==> src/verilog/tsf_defines.svh <==
// Constants shared by the frame timing block
`ifndef TSF_DEFINES_SVH
`define TSF_DEFINES_SVH
`define TSF_TS_W       64
`define TSF_TS_BYTES   16'h0008
`define TSF_RX_ERR_W   6
`define TSF_RX_ERR_PHY 0
`define TSF_PIN_W      21
`define TSF_BYTE_RST   8'h00
`define TSF_NIB_RST    4'h0
`endif

==> src/verilog/tsf_pkg.sv <==
// Types for the frame timing block
package tsf_pkg;
  typedef enum logic [1:0] {
    TSF_GIG   = 2'b00,
    TSF_RGMII = 2'b01,
    TSF_MII   = 2'b10,
    TSF_OFF   = 2'b11
  } tsf_mode_t;

  typedef enum logic {
    TSF_TX_IDLE = 1'b0,
    TSF_TX_SEND = 1'b1
  } tsf_tx_st_t;
endpackage : tsf_pkg

==> src/verilog/tsf_rx_if.sv <==
// Receive pins in and client receive stream out
`timescale 1ns/10ps
interface tsf_rx_if;
  logic [1:0] mode;
  logic       link_clk;
  logic [7:0] gig_d;
  logic       gig_dv;
  logic       gig_er;
  logic [3:0] rg_d;
  logic       rg_ctl;
  logic [3:0] mii_d;
  logic       mii_dv;
  logic       mii_er;
  logic [7:0] out_data;
  logic       out_valid;
  logic       out_sop;
  logic       out_eop;
  logic [5:0] out_err;

  modport mp_top (output mode, link_clk, gig_d, gig_dv, gig_er, rg_d,
                  rg_ctl, mii_d, mii_dv, mii_er,
                  input out_data, out_valid, out_sop, out_eop, out_err);
  modport mp_rx (input mode, link_clk, gig_d, gig_dv, gig_er, rg_d,
                 rg_ctl, mii_d, mii_dv, mii_er,
                 output out_data, out_valid, out_sop, out_eop, out_err);
endinterface : tsf_rx_if

==> src/verilog/tsf_rx.sv <==
// Receive side: PHY pins to client byte stream
`timescale 1ns/10ps
`include "tsf_defines.svh"
module tsf_rx (
  input wire logic clk,
  input wire logic rst,
  tsf_rx_if.mp_rx  bus
);
  tsf_pkg::tsf_mode_t       mode;
  logic [2:0]               rck_r;
  logic [`TSF_PIN_W-1:0]    pin_s1_r;
  logic [`TSF_PIN_W-1:0]    pin_s2_r;
  logic                     rise;
  logic                     fall;
  logic [7:0]               g_d;
  logic                     g_dv;
  logic                     g_er;
  logic [3:0]               r_d;
  logic                     r_ctl;
  logic [3:0]               m_d;
  logic                     m_dv;
  logic                     m_er;
  logic [3:0]               lo_r;
  logic                     rg_dv_r;
  logic                     m_er_lo_r;
  logic                     nib_hi_r;
  logic                     smp;
  logic                     dv;
  logic                     er;
  logic [7:0]               byte_in;
  logic                     pend_v_r;
  logic [7:0]               pend_d_r;
  logic                     pend_sop_r;
  logic                     in_frame_r;
  logic                     frame_err_r;
  logic [7:0]               data_r;
  logic                     valid_r;
  logic                     sop_r;
  logic                     eop_r;
  logic [`TSF_RX_ERR_W-1:0] err_r;

  assign mode = tsf_pkg::tsf_mode_t'(bus.mode);

  // Clock and pins share one two-stage path so they stay aligned
  always_ff @(posedge clk or posedge rst) begin
    if (rst) begin
      rck_r    <= 3'h0;
      pin_s1_r <= '0;
      pin_s2_r <= '0;
    end else begin
      rck_r    <= {rck_r[1:0], bus.link_clk};
      pin_s1_r <= {bus.gig_d, bus.gig_dv, bus.gig_er, bus.rg_d, bus.rg_ctl,
                   bus.mii_d, bus.mii_dv, bus.mii_er};
      pin_s2_r <= pin_s1_r;
    end
  end

  assign rise = rck_r[1] & ~rck_r[2];
  assign fall = ~rck_r[1] & rck_r[2];
  assign {g_d, g_dv, g_er, r_d, r_ctl, m_d, m_dv, m_er} = pin_s2_r;

  always_comb begin
    smp     = 1'b0;
    dv      = 1'b0;
    er      = 1'b0;
    byte_in = `TSF_BYTE_RST;
    case (mode)
      tsf_pkg::TSF_GIG: begin
        smp     = rise;
        dv      = g_dv;
        er      = g_er;
        byte_in = g_d;
      end
      tsf_pkg::TSF_RGMII: begin
        smp     = fall;
        dv      = rg_dv_r;
        er      = r_ctl ^ rg_dv_r;
        byte_in = {r_d, lo_r};
      end
      tsf_pkg::TSF_MII: begin
        smp     = rise & (~m_dv | nib_hi_r);
        dv      = m_dv;
        er      = m_er | m_er_lo_r;
        byte_in = {m_d, lo_r};
      end
      default: smp = 1'b0;
    endcase
  end

  // Low nibble capture; an odd trailing nibble is dropped
  always_ff @(posedge clk or posedge rst) begin
    if (rst) begin
      lo_r      <= `TSF_NIB_RST;
      rg_dv_r   <= 1'b0;
      m_er_lo_r <= 1'b0;
      nib_hi_r  <= 1'b0;
    end else if (rise && mode == tsf_pkg::TSF_RGMII) begin
      lo_r    <= r_d;
      rg_dv_r <= r_ctl;
    end else if (rise && mode == tsf_pkg::TSF_MII) begin
      if (m_dv && !nib_hi_r) begin
        lo_r      <= m_d;
        m_er_lo_r <= m_er;
        nib_hi_r  <= 1'b1;
      end else begin
        m_er_lo_r <= 1'b0;
        nib_hi_r  <= 1'b0;
      end
    end
  end

  // One byte held back so the last one can carry end and error
  always_ff @(posedge clk or posedge rst) begin
    if (rst) begin
      pend_v_r    <= 1'b0;
      pend_d_r    <= `TSF_BYTE_RST;
      pend_sop_r  <= 1'b0;
      in_frame_r  <= 1'b0;
      frame_err_r <= 1'b0;
      data_r      <= `TSF_BYTE_RST;
      valid_r     <= 1'b0;
      sop_r       <= 1'b0;
      eop_r       <= 1'b0;
      err_r       <= '0;
    end else begin
      valid_r <= 1'b0;
      // Error bit must not outlive its end byte
      err_r   <= '0;
      if (smp && dv) begin
        if (pend_v_r) begin
          data_r  <= pend_d_r;
          valid_r <= 1'b1;
          sop_r   <= pend_sop_r;
          eop_r   <= 1'b0;
          err_r   <= '0;
        end
        pend_v_r    <= 1'b1;
        pend_d_r    <= byte_in;
        pend_sop_r  <= ~in_frame_r;
        in_frame_r  <= 1'b1;
        if (er) begin
          frame_err_r <= 1'b1;
        end
      end else if (smp) begin
        if (pend_v_r) begin
          data_r  <= pend_d_r;
          valid_r <= 1'b1;
          sop_r   <= pend_sop_r;
          eop_r   <= 1'b1;
          err_r   <= '0;
          err_r[`TSF_RX_ERR_PHY] <= frame_err_r;
        end
        pend_v_r    <= 1'b0;
        in_frame_r  <= 1'b0;
        frame_err_r <= 1'b0;
      end
    end
  end

  assign bus.out_data  = data_r;
  assign bus.out_valid = valid_r;
  assign bus.out_sop   = sop_r;
  assign bus.out_eop   = eop_r;
  assign bus.out_err   = err_r;
endmodule : tsf_rx

==> src/verilog/tsf_top.sv <==
// PHY-side frame timing: client stream to GMII/RGMII/MII and back
`timescale 1ns/10ps
`include "tsf_defines.svh"
module tsf_top (
  input  wire logic                 clk,
  input  wire logic                 rst,
  input  wire logic [1:0]           speed_mode,
  input  wire logic                 tx_link_clk,
  input  wire logic [7:0]           client_tx_data,
  input  wire logic                 client_tx_valid,
  input  wire logic                 client_tx_start_of_packet,
  input  wire logic                 client_tx_end_of_packet,
  input  wire logic                 client_tx_frame_error,
  input  wire logic                 client_tx_ts_insert,
  input  wire logic [15:0]          client_tx_ts_offset,
  input  wire logic [`TSF_TS_W-1:0] egress_time,
  output logic                      client_tx_ready,
  output logic [7:0]                gig_tx_byte_bus,
  output logic                      gig_tx_frame_enable,
  output logic                      gig_tx_error_line,
  output logic [3:0]                rgmii_tx_nibble,
  output logic                      rgmii_tx_control,
  output logic [3:0]                mii_tx_nibble,
  output logic                      mii_tx_enable,
  output logic                      mii_tx_error_line,
  input  wire logic                 rx_link_clk,
  input  wire logic [7:0]           gig_rx_byte_bus,
  input  wire logic                 gig_rx_frame_valid,
  input  wire logic                 gig_rx_error_line,
  input  wire logic [3:0]           rgmii_rx_nibble,
  input  wire logic                 rgmii_rx_control,
  input  wire logic [3:0]           mii_rx_nibble,
  input  wire logic                 mii_rx_enable,
  input  wire logic                 mii_rx_error_line,
  output logic [7:0]                client_rx_data,
  output logic                      client_rx_valid,
  output logic                      client_rx_start_of_packet,
  output logic                      client_rx_end_of_packet,
  output logic [`TSF_RX_ERR_W-1:0]  client_rx_error_vec
);
  tsf_pkg::tsf_mode_t     mode;
  tsf_pkg::tsf_tx_st_t    st_r;
  logic [2:0]             tck_r;
  logic                   tx_rise;
  logic                   tx_fall;
  logic                   ready_r;
  logic                   take;
  logic                   hold_v_r;
  logic                   hold_v_nxt;
  logic [7:0]             hold_d_r;
  logic                   hold_sop_r;
  logic                   hold_eop_r;
  logic                   hold_err_r;
  logic                   ts_ins_r;
  logic [15:0]            ts_off_r;
  logic [`TSF_TS_W-1:0]   ts_cap_r;
  logic [`TSF_TS_W-1:0]   ts_src;
  logic [15:0]            idx_r;
  logic [15:0]            idx_ld;
  logic [15:0]            ts_rel;
  logic                   ts_hit;
  logic [7:0]             ts_byte;
  logic [7:0]             ld_byte;
  logic                   byte_edge;
  logic                   load_ok;
  logic [7:0]             cur_d_r;
  logic                   cur_eop_r;
  logic                   cur_err_r;
  logic                   nib_hi_r;
  logic                   is_gig;
  logic                   is_rg;
  logic                   is_mii;

  tsf_rx_if rxi ();

  // Speed is static configuration; 2'b11 parks every pin format
  assign mode   = tsf_pkg::tsf_mode_t'(speed_mode);
  assign is_gig = (mode == tsf_pkg::TSF_GIG);
  assign is_rg  = (mode == tsf_pkg::TSF_RGMII);
  assign is_mii = (mode == tsf_pkg::TSF_MII);

  always_ff @(posedge clk or posedge rst) begin
    if (rst) begin
      tck_r <= 3'h0;
    end else begin
      tck_r <= {tck_r[1:0], tx_link_clk};
    end
  end

  assign tx_rise = tck_r[1] & ~tck_r[2];
  assign tx_fall = ~tck_r[1] & tck_r[2];

  always_comb begin
    take       = client_tx_valid & ready_r;
    byte_edge  = tx_rise & (~is_mii | ~nib_hi_r);
    load_ok    = hold_v_r & ((st_r == tsf_pkg::TSF_TX_SEND) ? ~cur_eop_r
                                                             : hold_sop_r);
    hold_v_nxt = take | (hold_v_r & ~(byte_edge & load_ok));
    idx_ld     = (st_r == tsf_pkg::TSF_TX_SEND) ? idx_r + 16'h0001 : 16'h0000;
    ts_src     = (st_r == tsf_pkg::TSF_TX_SEND) ? ts_cap_r : egress_time;
    ts_rel     = idx_ld - ts_off_r;
    ts_hit     = ts_ins_r & (idx_ld >= ts_off_r) & (ts_rel < `TSF_TS_BYTES);
    ts_byte    = ts_src[{3'h7 - ts_rel[2:0], 3'h0} +: 8];
    ld_byte    = ts_hit ? ts_byte : hold_d_r;
  end

  // One-deep holding stage; two-step request inputs do not exist here
  always_ff @(posedge clk or posedge rst) begin
    if (rst) begin
      hold_v_r   <= 1'b0;
      hold_d_r   <= `TSF_BYTE_RST;
      hold_sop_r <= 1'b0;
      hold_eop_r <= 1'b0;
      hold_err_r <= 1'b0;
      ts_ins_r   <= 1'b0;
      ts_off_r   <= 16'h0000;
      ready_r    <= 1'b0;
    end else begin
      hold_v_r <= hold_v_nxt;
      ready_r  <= ~hold_v_nxt;
      if (take) begin
        hold_d_r   <= client_tx_data;
        hold_sop_r <= client_tx_start_of_packet;
        hold_eop_r <= client_tx_end_of_packet;
        hold_err_r <= client_tx_frame_error & client_tx_end_of_packet;
        if (client_tx_start_of_packet) begin
          ts_ins_r <= client_tx_ts_insert;
          ts_off_r <= client_tx_ts_offset;
        end
      end
    end
  end

  // Frame sequencing; a starved frame ends early, and its next byte, lacking start of packet, then stalls the holding stage until reset
  always_ff @(posedge clk or posedge rst) begin
    if (rst) begin
      st_r      <= tsf_pkg::TSF_TX_IDLE;
      cur_d_r   <= `TSF_BYTE_RST;
      cur_eop_r <= 1'b0;
      cur_err_r <= 1'b0;
      nib_hi_r  <= 1'b0;
      idx_r     <= 16'h0000;
      ts_cap_r  <= '0;
    end else if (byte_edge) begin
      if (load_ok) begin
        st_r      <= tsf_pkg::TSF_TX_SEND;
        cur_d_r   <= ld_byte;
        cur_eop_r <= hold_eop_r;
        cur_err_r <= hold_err_r;
        nib_hi_r  <= is_mii;
        idx_r     <= idx_ld;
        if (st_r == tsf_pkg::TSF_TX_IDLE) begin
          ts_cap_r <= egress_time;
        end
      end else begin
        st_r     <= tsf_pkg::TSF_TX_IDLE;
        nib_hi_r <= 1'b0;
      end
    end else if (tx_rise) begin
      nib_hi_r <= 1'b0;
    end
  end

  always_ff @(posedge clk or posedge rst) begin
    if (rst) begin
      gig_tx_byte_bus     <= `TSF_BYTE_RST;
      gig_tx_frame_enable <= 1'b0;
      gig_tx_error_line   <= 1'b0;
    end else if (!is_gig) begin
      gig_tx_byte_bus     <= `TSF_BYTE_RST;
      gig_tx_frame_enable <= 1'b0;
      gig_tx_error_line   <= 1'b0;
    end else if (byte_edge) begin
      gig_tx_byte_bus     <= load_ok ? ld_byte : `TSF_BYTE_RST;
      gig_tx_frame_enable <= load_ok;
      gig_tx_error_line   <= load_ok & hold_eop_r & hold_err_r;
    end
  end

  always_ff @(posedge clk or posedge rst) begin
    if (rst) begin
      rgmii_tx_nibble  <= `TSF_NIB_RST;
      rgmii_tx_control <= 1'b0;
    end else if (!is_rg) begin
      rgmii_tx_nibble  <= `TSF_NIB_RST;
      rgmii_tx_control <= 1'b0;
    end else if (byte_edge) begin
      rgmii_tx_nibble  <= load_ok ? ld_byte[3:0] : `TSF_NIB_RST;
      rgmii_tx_control <= load_ok;
    end else if (tx_fall) begin
      if (st_r == tsf_pkg::TSF_TX_SEND) begin
        rgmii_tx_nibble  <= cur_d_r[7:4];
        rgmii_tx_control <= ~(cur_eop_r & cur_err_r);
      end else begin
        rgmii_tx_nibble  <= `TSF_NIB_RST;
        rgmii_tx_control <= 1'b0;
      end
    end
  end

  always_ff @(posedge clk or posedge rst) begin
    if (rst) begin
      mii_tx_nibble     <= `TSF_NIB_RST;
      mii_tx_enable     <= 1'b0;
      mii_tx_error_line <= 1'b0;
    end else if (!is_mii) begin
      mii_tx_nibble     <= `TSF_NIB_RST;
      mii_tx_enable     <= 1'b0;
      mii_tx_error_line <= 1'b0;
    end else if (byte_edge) begin
      mii_tx_nibble     <= load_ok ? ld_byte[3:0] : `TSF_NIB_RST;
      mii_tx_enable     <= load_ok;
      mii_tx_error_line <= load_ok & hold_eop_r & hold_err_r;
    end else if (tx_rise) begin
      mii_tx_nibble     <= cur_d_r[7:4];
      mii_tx_error_line <= 1'b0;
    end
  end

  assign client_tx_ready = ready_r;

  assign rxi.mode     = speed_mode;
  assign rxi.link_clk = rx_link_clk;
  assign rxi.gig_d    = gig_rx_byte_bus;
  assign rxi.gig_dv   = gig_rx_frame_valid;
  assign rxi.gig_er   = gig_rx_error_line;
  assign rxi.rg_d     = rgmii_rx_nibble;
  assign rxi.rg_ctl   = rgmii_rx_control;
  assign rxi.mii_d    = mii_rx_nibble;
  assign rxi.mii_dv   = mii_rx_enable;
  assign rxi.mii_er   = mii_rx_error_line;

  tsf_rx u_rx (
    .clk (clk),
    .rst (rst),
    .bus (rxi.mp_rx)
  );

  assign client_rx_data            = rxi.out_data;
  assign client_rx_valid           = rxi.out_valid;
  assign client_rx_start_of_packet = rxi.out_sop;
  assign client_rx_end_of_packet   = rxi.out_eop;
  assign client_rx_error_vec       = rxi.out_err;
endmodule : tsf_top
==> config.mk <==
export PLATFORM = sky130hd
export DESIGN_NAME = tsf_top
export DESIGN_NICKNAME = d
export VERILOG_FILES = /design/src/verilog/tsf_pkg.sv /design/src/verilog/tsf_rx_if.sv /design/src/verilog/tsf_rx.sv /design/src/verilog/tsf_top.sv
export VERILOG_INCLUDE_DIRS = /design/src /design/src/verilog
export SDC_FILE = /design/constraint.sdc
export NUM_CORES = 1
export LEC_CHECK = 0
export BUFFER_PORTS_ARGS = -buffer_cell sky130_fd_sc_hd__buf_2
export CAP_MARGIN = 5
export CORE_ASPECT_RATIO = 0.9
export CORE_UTILIZATION = 30
export DETAILED_ROUTE_END_ITERATION = 6
export GPL_ROUTABILITY_DRIVEN = 0
export PLACE_DENSITY = 0.52
export SLEW_MARGIN = 20
export SYNTH_ARGS = -nofsm -noshare
export SYNTH_HDL_FRONTEND = slang
export SYNTH_SLANG_ARGS = --single-unit
==> constraint.sdc <==
create_clock -name clk -period 7.05 [get_ports clk]
set_input_delay 0.705 -clock clk [delete_from_list [all_inputs] [get_ports clk]]
set_output_delay 0.705 -clock clk [all_outputs]
set_load 0.02 [all_outputs]
## After elaboration in Yosys (flattened, before gate mapping)

Cells that the tools add are included.

- Output and inout port bits: 39
- Bits in registers: 226
- Word-level logic and storage cells: 162
- Input port bits: 120

- $lt $le $gt $ge: 2
- Mux-type cells: 59
- Eq/ne operators: 7
- Shift operators: 1
- Add/subtract/negate cells: 3
- Reduce and logical (&&, ||, !) cells: 16
- Bitwise gates (word level): 34

Operator list:

| cell | count |
|---|---|
| $mux 64 | 1 |
| $shiftx 64x7->8 | 1 |
| $mux 8 | 7 |
| $mux 4 | 11 |
| $mux 1 | 33 |
| $pmux 8 s3 | 1 |
| $add 16x1->16 const B | 1 |
| $and 1x1->1 | 16 |
| $ge 16x16->1 | 1 |
| $lt 16x4->1 const B | 1 |
| $mux 16 | 1 |
| $sub 16x16->16 | 1 |
| $not 1->1 | 13 |
| $mux 6 | 2 |
| $reduce_and 2->1 | 6 |
| $pmux 1 s3 | 3 |
| $reduce_bool 2->1 | 4 |
| $ne 3x3->1 const B | 2 |
| $logic_and 1x1->1 | 4 |
| $ne 2x2->1 const B | 2 |
| $or 1x1->1 | 4 |
| $sub 3x3->3 const A | 1 |
| $eq 2x1->1 const B | 1 |
| $eq 2x2->1 const B | 1 |
| other kinds (4) | 4 |

## Depth between registers and ports, before layout

- Depth in word-level cells: 9
- Depth in mapped cells: 18

## By module

From an unflattened synthesis, not the netlist that was laid out.

- Cells, all modules: 882
- Area, all modules: 10732.8 um^2

By module, submodules not included:

| module | sequential area each (um^2) | times used | cells an instance | area an instance (um^2) |
|---|---|---|---|---|
| tsf_top | 3553.4 | 1 | 710 | 8126.5 |
| tsf_rx | 1876.8 | 1 | 172 | 2606.2 |

## Least setup slack after synthesis

Ideal clock, no wire load.

- Path kind: flip-flop to flip-flop
- From: register st_r
- To: register gig_tx_byte_bus[3]
- Path buffers: 4
- Stages on the path, launching flop included: 16
- Data required time: 6923 ps
- Data arrival time: 4156 ps
- Slack: 2767 ps
- Cell sequence: dfrtp_1 buf_2 buf_2 buf_1 nand2b_1 ha_1 fa_1 nand2b_1 nand2_1 nand2_1 mux4_2 or4_1 a2111oi_4 clkbuf_2 nand3b_1 nand3_1

- Cells in the longest elaborated chain, start to end: 8

RTL lines:

| item | line | RTL |
|---|---|---|
| start, declared | tsf_top.sv:42 | `tsf_pkg::tsf_tx_st_t st_r;` |
| start signal, assigned | tsf_top.sv:137 | `st_r <= tsf_pkg::TSF_TX_IDLE;` |
| start signal, assigned | tsf_top.sv:146 | `st_r <= tsf_pkg::TSF_TX_SEND;` |
| start signal, assigned | tsf_top.sv:156 | `st_r <= tsf_pkg::TSF_TX_IDLE;` |
| $mux 16 | tsf_top.sv:99 | `idx_ld = (st_r == tsf_pkg::TSF_TX_SEND) ? idx_r + 16'h0001 : 16'h0000;` |
| $sub 16x16->16 or $ge 16x16->1 (tied branches) | tsf_top.sv:101, tsf_top.sv:102 |  |
| $sub 3x3->3 (tied with other cells) | tsf_top.sv:103 | `ts_byte = ts_src[{3'h7 - ts_rel[2:0], 3'h0} +: 8];` |
| $shiftx 64x7->8 or $and 1x1->1 (tied branches) | tsf_top.sv:103, tsf_top.sv:102 |  |
| $mux 8 | tsf_top.sv:104 | `ld_byte = ts_hit ? ts_byte : hold_d_r;` |
| $mux 8 (no line) (*) | n/a |  |
| $mux 8 (*) | tsf_top.sv:173 | `end else if (byte_edge) begin` |
| $mux 8 (*) | tsf_top.sv:169 | `end else if (!is_gig) begin` |
| end signal, assigned | tsf_top.sv:166 | `` gig_tx_byte_bus <= `TSF_BYTE_RST; `` |
| end signal, assigned | tsf_top.sv:170 | `` gig_tx_byte_bus <= `TSF_BYTE_RST; `` |
| end signal, assigned | tsf_top.sv:174 | `` gig_tx_byte_bus <= load_ok ? ld_byte : `TSF_BYTE_RST; `` |
| end, declared | tsf_top.sv:18 | `output logic [7:0] gig_tx_byte_bus,` |

Mark *: on every way between the ends. The rest lies on a longest branch, timed or not. The select of a mux whose other input is x is not followed.
A chain may end at the register's enable or synchronous reset.

## Final worst setup path

- From: register idx_r[3]
- To: register gig_tx_byte_bus[1]

- Cells in the longest elaborated chain, start to end: 9

RTL lines:

| item | line | RTL |
|---|---|---|
| start, declared | tsf_top.sv:58 | `logic [15:0] idx_r;` |
| start signal, assigned | tsf_top.sv:151 | `idx_r <= idx_ld;` |
| $add 16x1->16 (*) | tsf_top.sv:99 |  |
| $mux 16 (*) | tsf_top.sv:99 |  |
| net idx_ld[10] | tsf_top.sv:59 | `logic [15:0] idx_ld;` |
| $sub 16x16->16 or $ge 16x16->1 (tied branches) | tsf_top.sv:101, tsf_top.sv:102 |  |
| $lt 16x4->1 (no line) or $and 1x1->1 (tied branches) | n/a |  |
| $and 1x1->1 (*) | tsf_top.sv:102 | `` ts_hit = ts_ins_r & (idx_ld >= ts_off_r) & (ts_rel < `TSF_TS_BYTES); `` |
| $mux 8 (*) | tsf_top.sv:104 |  |
| $mux 8 (no line) (*) | n/a |  |
| $mux 8 (*) | tsf_top.sv:173 |  |
| $mux 8 (*) | tsf_top.sv:169 |  |

The timed path passes the listed nets; every way through them passes the cells marked *. The select of a mux whose other input is x is not followed.

==> flow_summary.toml <==
[synth]
syn-instance-count = 899
syn_area_sq_um = 10500
synth.distinct_cells = 57
synth-edff-count = 0
yosysSeqAreaShare = 0.516
synth-async-reset-ratio = 1.00
yosys_warnings = 0
ys_ff_latch = 217
syn_avg_cell_area_sq_um = 11.7
synth_flop_cell = "dfrtp_1"

[setup_path]
worstReg2RegStart = "idx_r[3]"
end_kind = "flop"
cp.arrival_ns = 5.29
worstSetupStartpoint = "idx_r[3]"
critical_path_required_ns = 7.46
critPathLaunchType = "flop"
worstSetupPathType = "flop to flop"
cp_max_fo = 20

[place]
dpl_cell_area_sq_um = 11800
post-place-ws_ns = 2.17
io_buffers = 153
dp_hpwl_um = 19700

[cts]
cts_max_path_buffers = 3
clkLatencyLatePin_ns = 0.53
clock_sinks = 217
cts_tree = "yes"
cts_buffers = 27
cts_setup_buffers = 0
cts_root_buffer = "clkbuf_16"
path_clk_slew_ns = 0.06
htreeDepth = 1
ctsResizeCount = 0
postCtsHoldBufs = 0

[sta]
finalCritPeriodShare = 0.693
finClkSkew_ns = 0.0115
final.setup.tns_ns = 0
post-route-min-period_ns = 4.89
setup_violations = 0
slew_headroom = 0.334
layout_setup_ws_ns = 2.16
worst_pin_slew_ns = 0.999
maxClockFrequency_ghz = 0.205
drv_slew = 0
rsz0062_at_grt = "no"
hold_violations = 0

[hold_path]
hold_path_class = "primary input to flop"
hold_start = "gig_rx_error_line"

[grt]
grt_use_total = 0.154
grt_overflow_total = 0
grt_max_degree = 114
grt_pass1_vias = 7538
grt_pass1_wl_um = 43000
antenna_found_initial = 14

[detailed_routing]
wl_met1_um = 12700
drtPass1Iterations = 5
via_count = 7551
top_layer_used = "met5"
drc = 0
drt-total-wl_um = 27400
route.met2.wl_um = 11600
drt-initial-drc-count = 430
routedWlPerCell_um = 17.8
ant_nets = 0
wl_met3_um = 2160
vias_per_cell = 4.92

[power]
p_total_mw = 5.25
irDropWorstVdd_mv = 0.227
leakage_nw = 5.70
p_per_area_nw_per_um2 = 412

[die]
top_level_ports = 159
coreArea_sq_um = 34300
die_w_um = 199
initial_core_util = 0.307
rows = 64
dieArea_sq_um = 35900
fp.dieH_um = 180

[status]
outcome = "complete, no violations"

[run]
cap_violations = 0

[final_layout]
fin_area_sq_um = 12700
area_delta_synth_final_pct = 21.1
nets = 1185
multiInputGateArea_sq_um = 4790
post-route-util = 0.372
drive_gt1_frac = 0.341
seq_area_sq_um = 5430
fillers = 3416
-- area by class of cell --
type,count,area share
antenna,8,0.00157
clock buffer,35,0.0585
clock inverter,13,0.0157
inverter,32,0.0100
multi-input combinational,604,0.376
sequential,217,0.426
tap,462,0.0453
timing repair buffer,165,0.0671
-- state kept, by name, indices dropped and copies added (netlist names), 8 cells and up --
| signal | cells |
|---|---|
| gig_tx_byte_bus | 8 |
| hold_d_r | 8 |
| idx_r | 16 |
| ts_cap_r | 64 |
| ts_off_r | 16 |
| u_rx.bus.out_data | 8 |
| u_rx.pend_d_r | 8 |
| u_rx.pin_s1_r | 21 |
| u_rx.pin_s2_r | 21 |
-- critical path, stage by stage (launching register included) --
cell,delay (ns)
dfrtp_1,0.42
and3_1,0.20
and3_1,0.20
nand3_1,0.11
nor2_1,0.20
xnor2_1,0.16
nor2_1,0.09
ha_1,0.42
and2_1,0.19
or4_1,0.47
a221oi_1,0.40
mux2i_1,0.24
nand4_1,0.18
a2111oi_4,0.89
buf_4,0.37
nand3b_1,0.14
nand3_1,0.08
-- routing by layer --
layer / global-route usage / vias up
met3: 0.0452 / 59
met2: 0.224 / 223
met4: 0.0482 / 12
met1: 0.218 / 3681
met5: 0 / -
li1: - / 3576
-- metrics by stage --
step / hold slack (ns) / cells
after floorplan: 0.331 / 903
after global placement: 0.333 / 1480
after detailed placement: 0.335 / 1480
after CTS: 0.253 / 1528
after global routing: 0.259 / 1531
final: 0.283 / 1536
-- logic make-up (layout without fill, tap and decap cells) --
family / count (synthesis) / count (layout) / share of synthesized area
xor+xnor: 17 / 17 / 0.0141
buf+inv: 82 / 245 / 0.0323
fa+ha+maj: 18 / 18 / 0.0221
other cells: 1 / 13 / 0.000356
simple gates: 266 / 266 / 0.118
mux: 154 / 154 / 0.207
compound gates: 144 / 144 / 0.0897
flops: 217 / 217 / 0.516
-- layout by cell type (no fill, tap or decap), types with 5 or more instances in the layout --
master,count
a21oi_1,37
nand3_1,30
mux2i_1,9
nand2_1,107
and3_1,7
a22oi_1,8
o211ai_1,15
inv_1,31
a21o_1,6
nor2_1,53
o22a_1,5
a32oi_1,8
nor3_1,5
clkinv_2,5
xnor2_1,8
nand4_1,22
o21ai_0,35
xor2_1,9
bufinv_16,5
clkbuf_16,27
buf_2,153
ha_1,17
diode_2,8
nand3b_1,10
mux2_2,104
buf_4,12
nand2b_1,11
dfrtp_1,216
conb_1,5
mux4_2,41
-- cell usage after synthesis, types with 5 or more instances --
cell,n,share of area
a21o_1,6,0.0043
a21oi_1,37,0.018
a22oi_1,8,0.0057
a32oi_1,8,0.0067
and3_1,7,0.0042
buf_1,6,0.0021
buf_2,10,0.0048
buf_4,5,0.0036
clkbuf_1,28,0.010
dfrtp_1,217,0.52
ha_1,17,0.020
inv_1,32,0.011
mux2_2,104,0.11
mux2i_1,9,0.0086
mux4_2,41,0.088
nand2_1,107,0.038
nand2b_1,11,0.0065
nand3_1,30,0.014
nand3b_1,10,0.0071
nand4_1,22,0.013
nor2_1,54,0.019
nor3_1,6,0.0029
o211ai_1,15,0.011
o21ai_0,35,0.017
o22a_1,5,0.0042
xnor2_1,8,0.0067
xor2_1,9,0.0075
-- power breakdown --
part / total [mW] / switching, mW / internal (mW) / leakage [nW]
combinational: 1.94 / 1.02 / 0.917 / 2.55
sequential: 1.85 / 0.231 / 1.62 / 2.68
clock: 1.46 / 0.537 / 0.926 / 0.466
-- final timing paths --
| check | to | slack (ns) | cells after the start |
|---|---|---|---|
| worst max-delay path | gig_tx_byte_bus[1] | 2.16 | 16 |
| worst min-delay path | u_rx.pin_s1_r[11] | 0.28 | 1 |
| worst max register to register | gig_tx_byte_bus[1] | 2.16 | 16 |
| worst min register to register | u_rx.pin_s2_r[14] | 0.34 | 0 |
| max in group asynchronous | st_r | 5.16 | 3 |
| min in group asynchronous | ts_cap_r[25] | 0.34 | 2 |
Note: power is estimated with default switching activity, not from simulation.
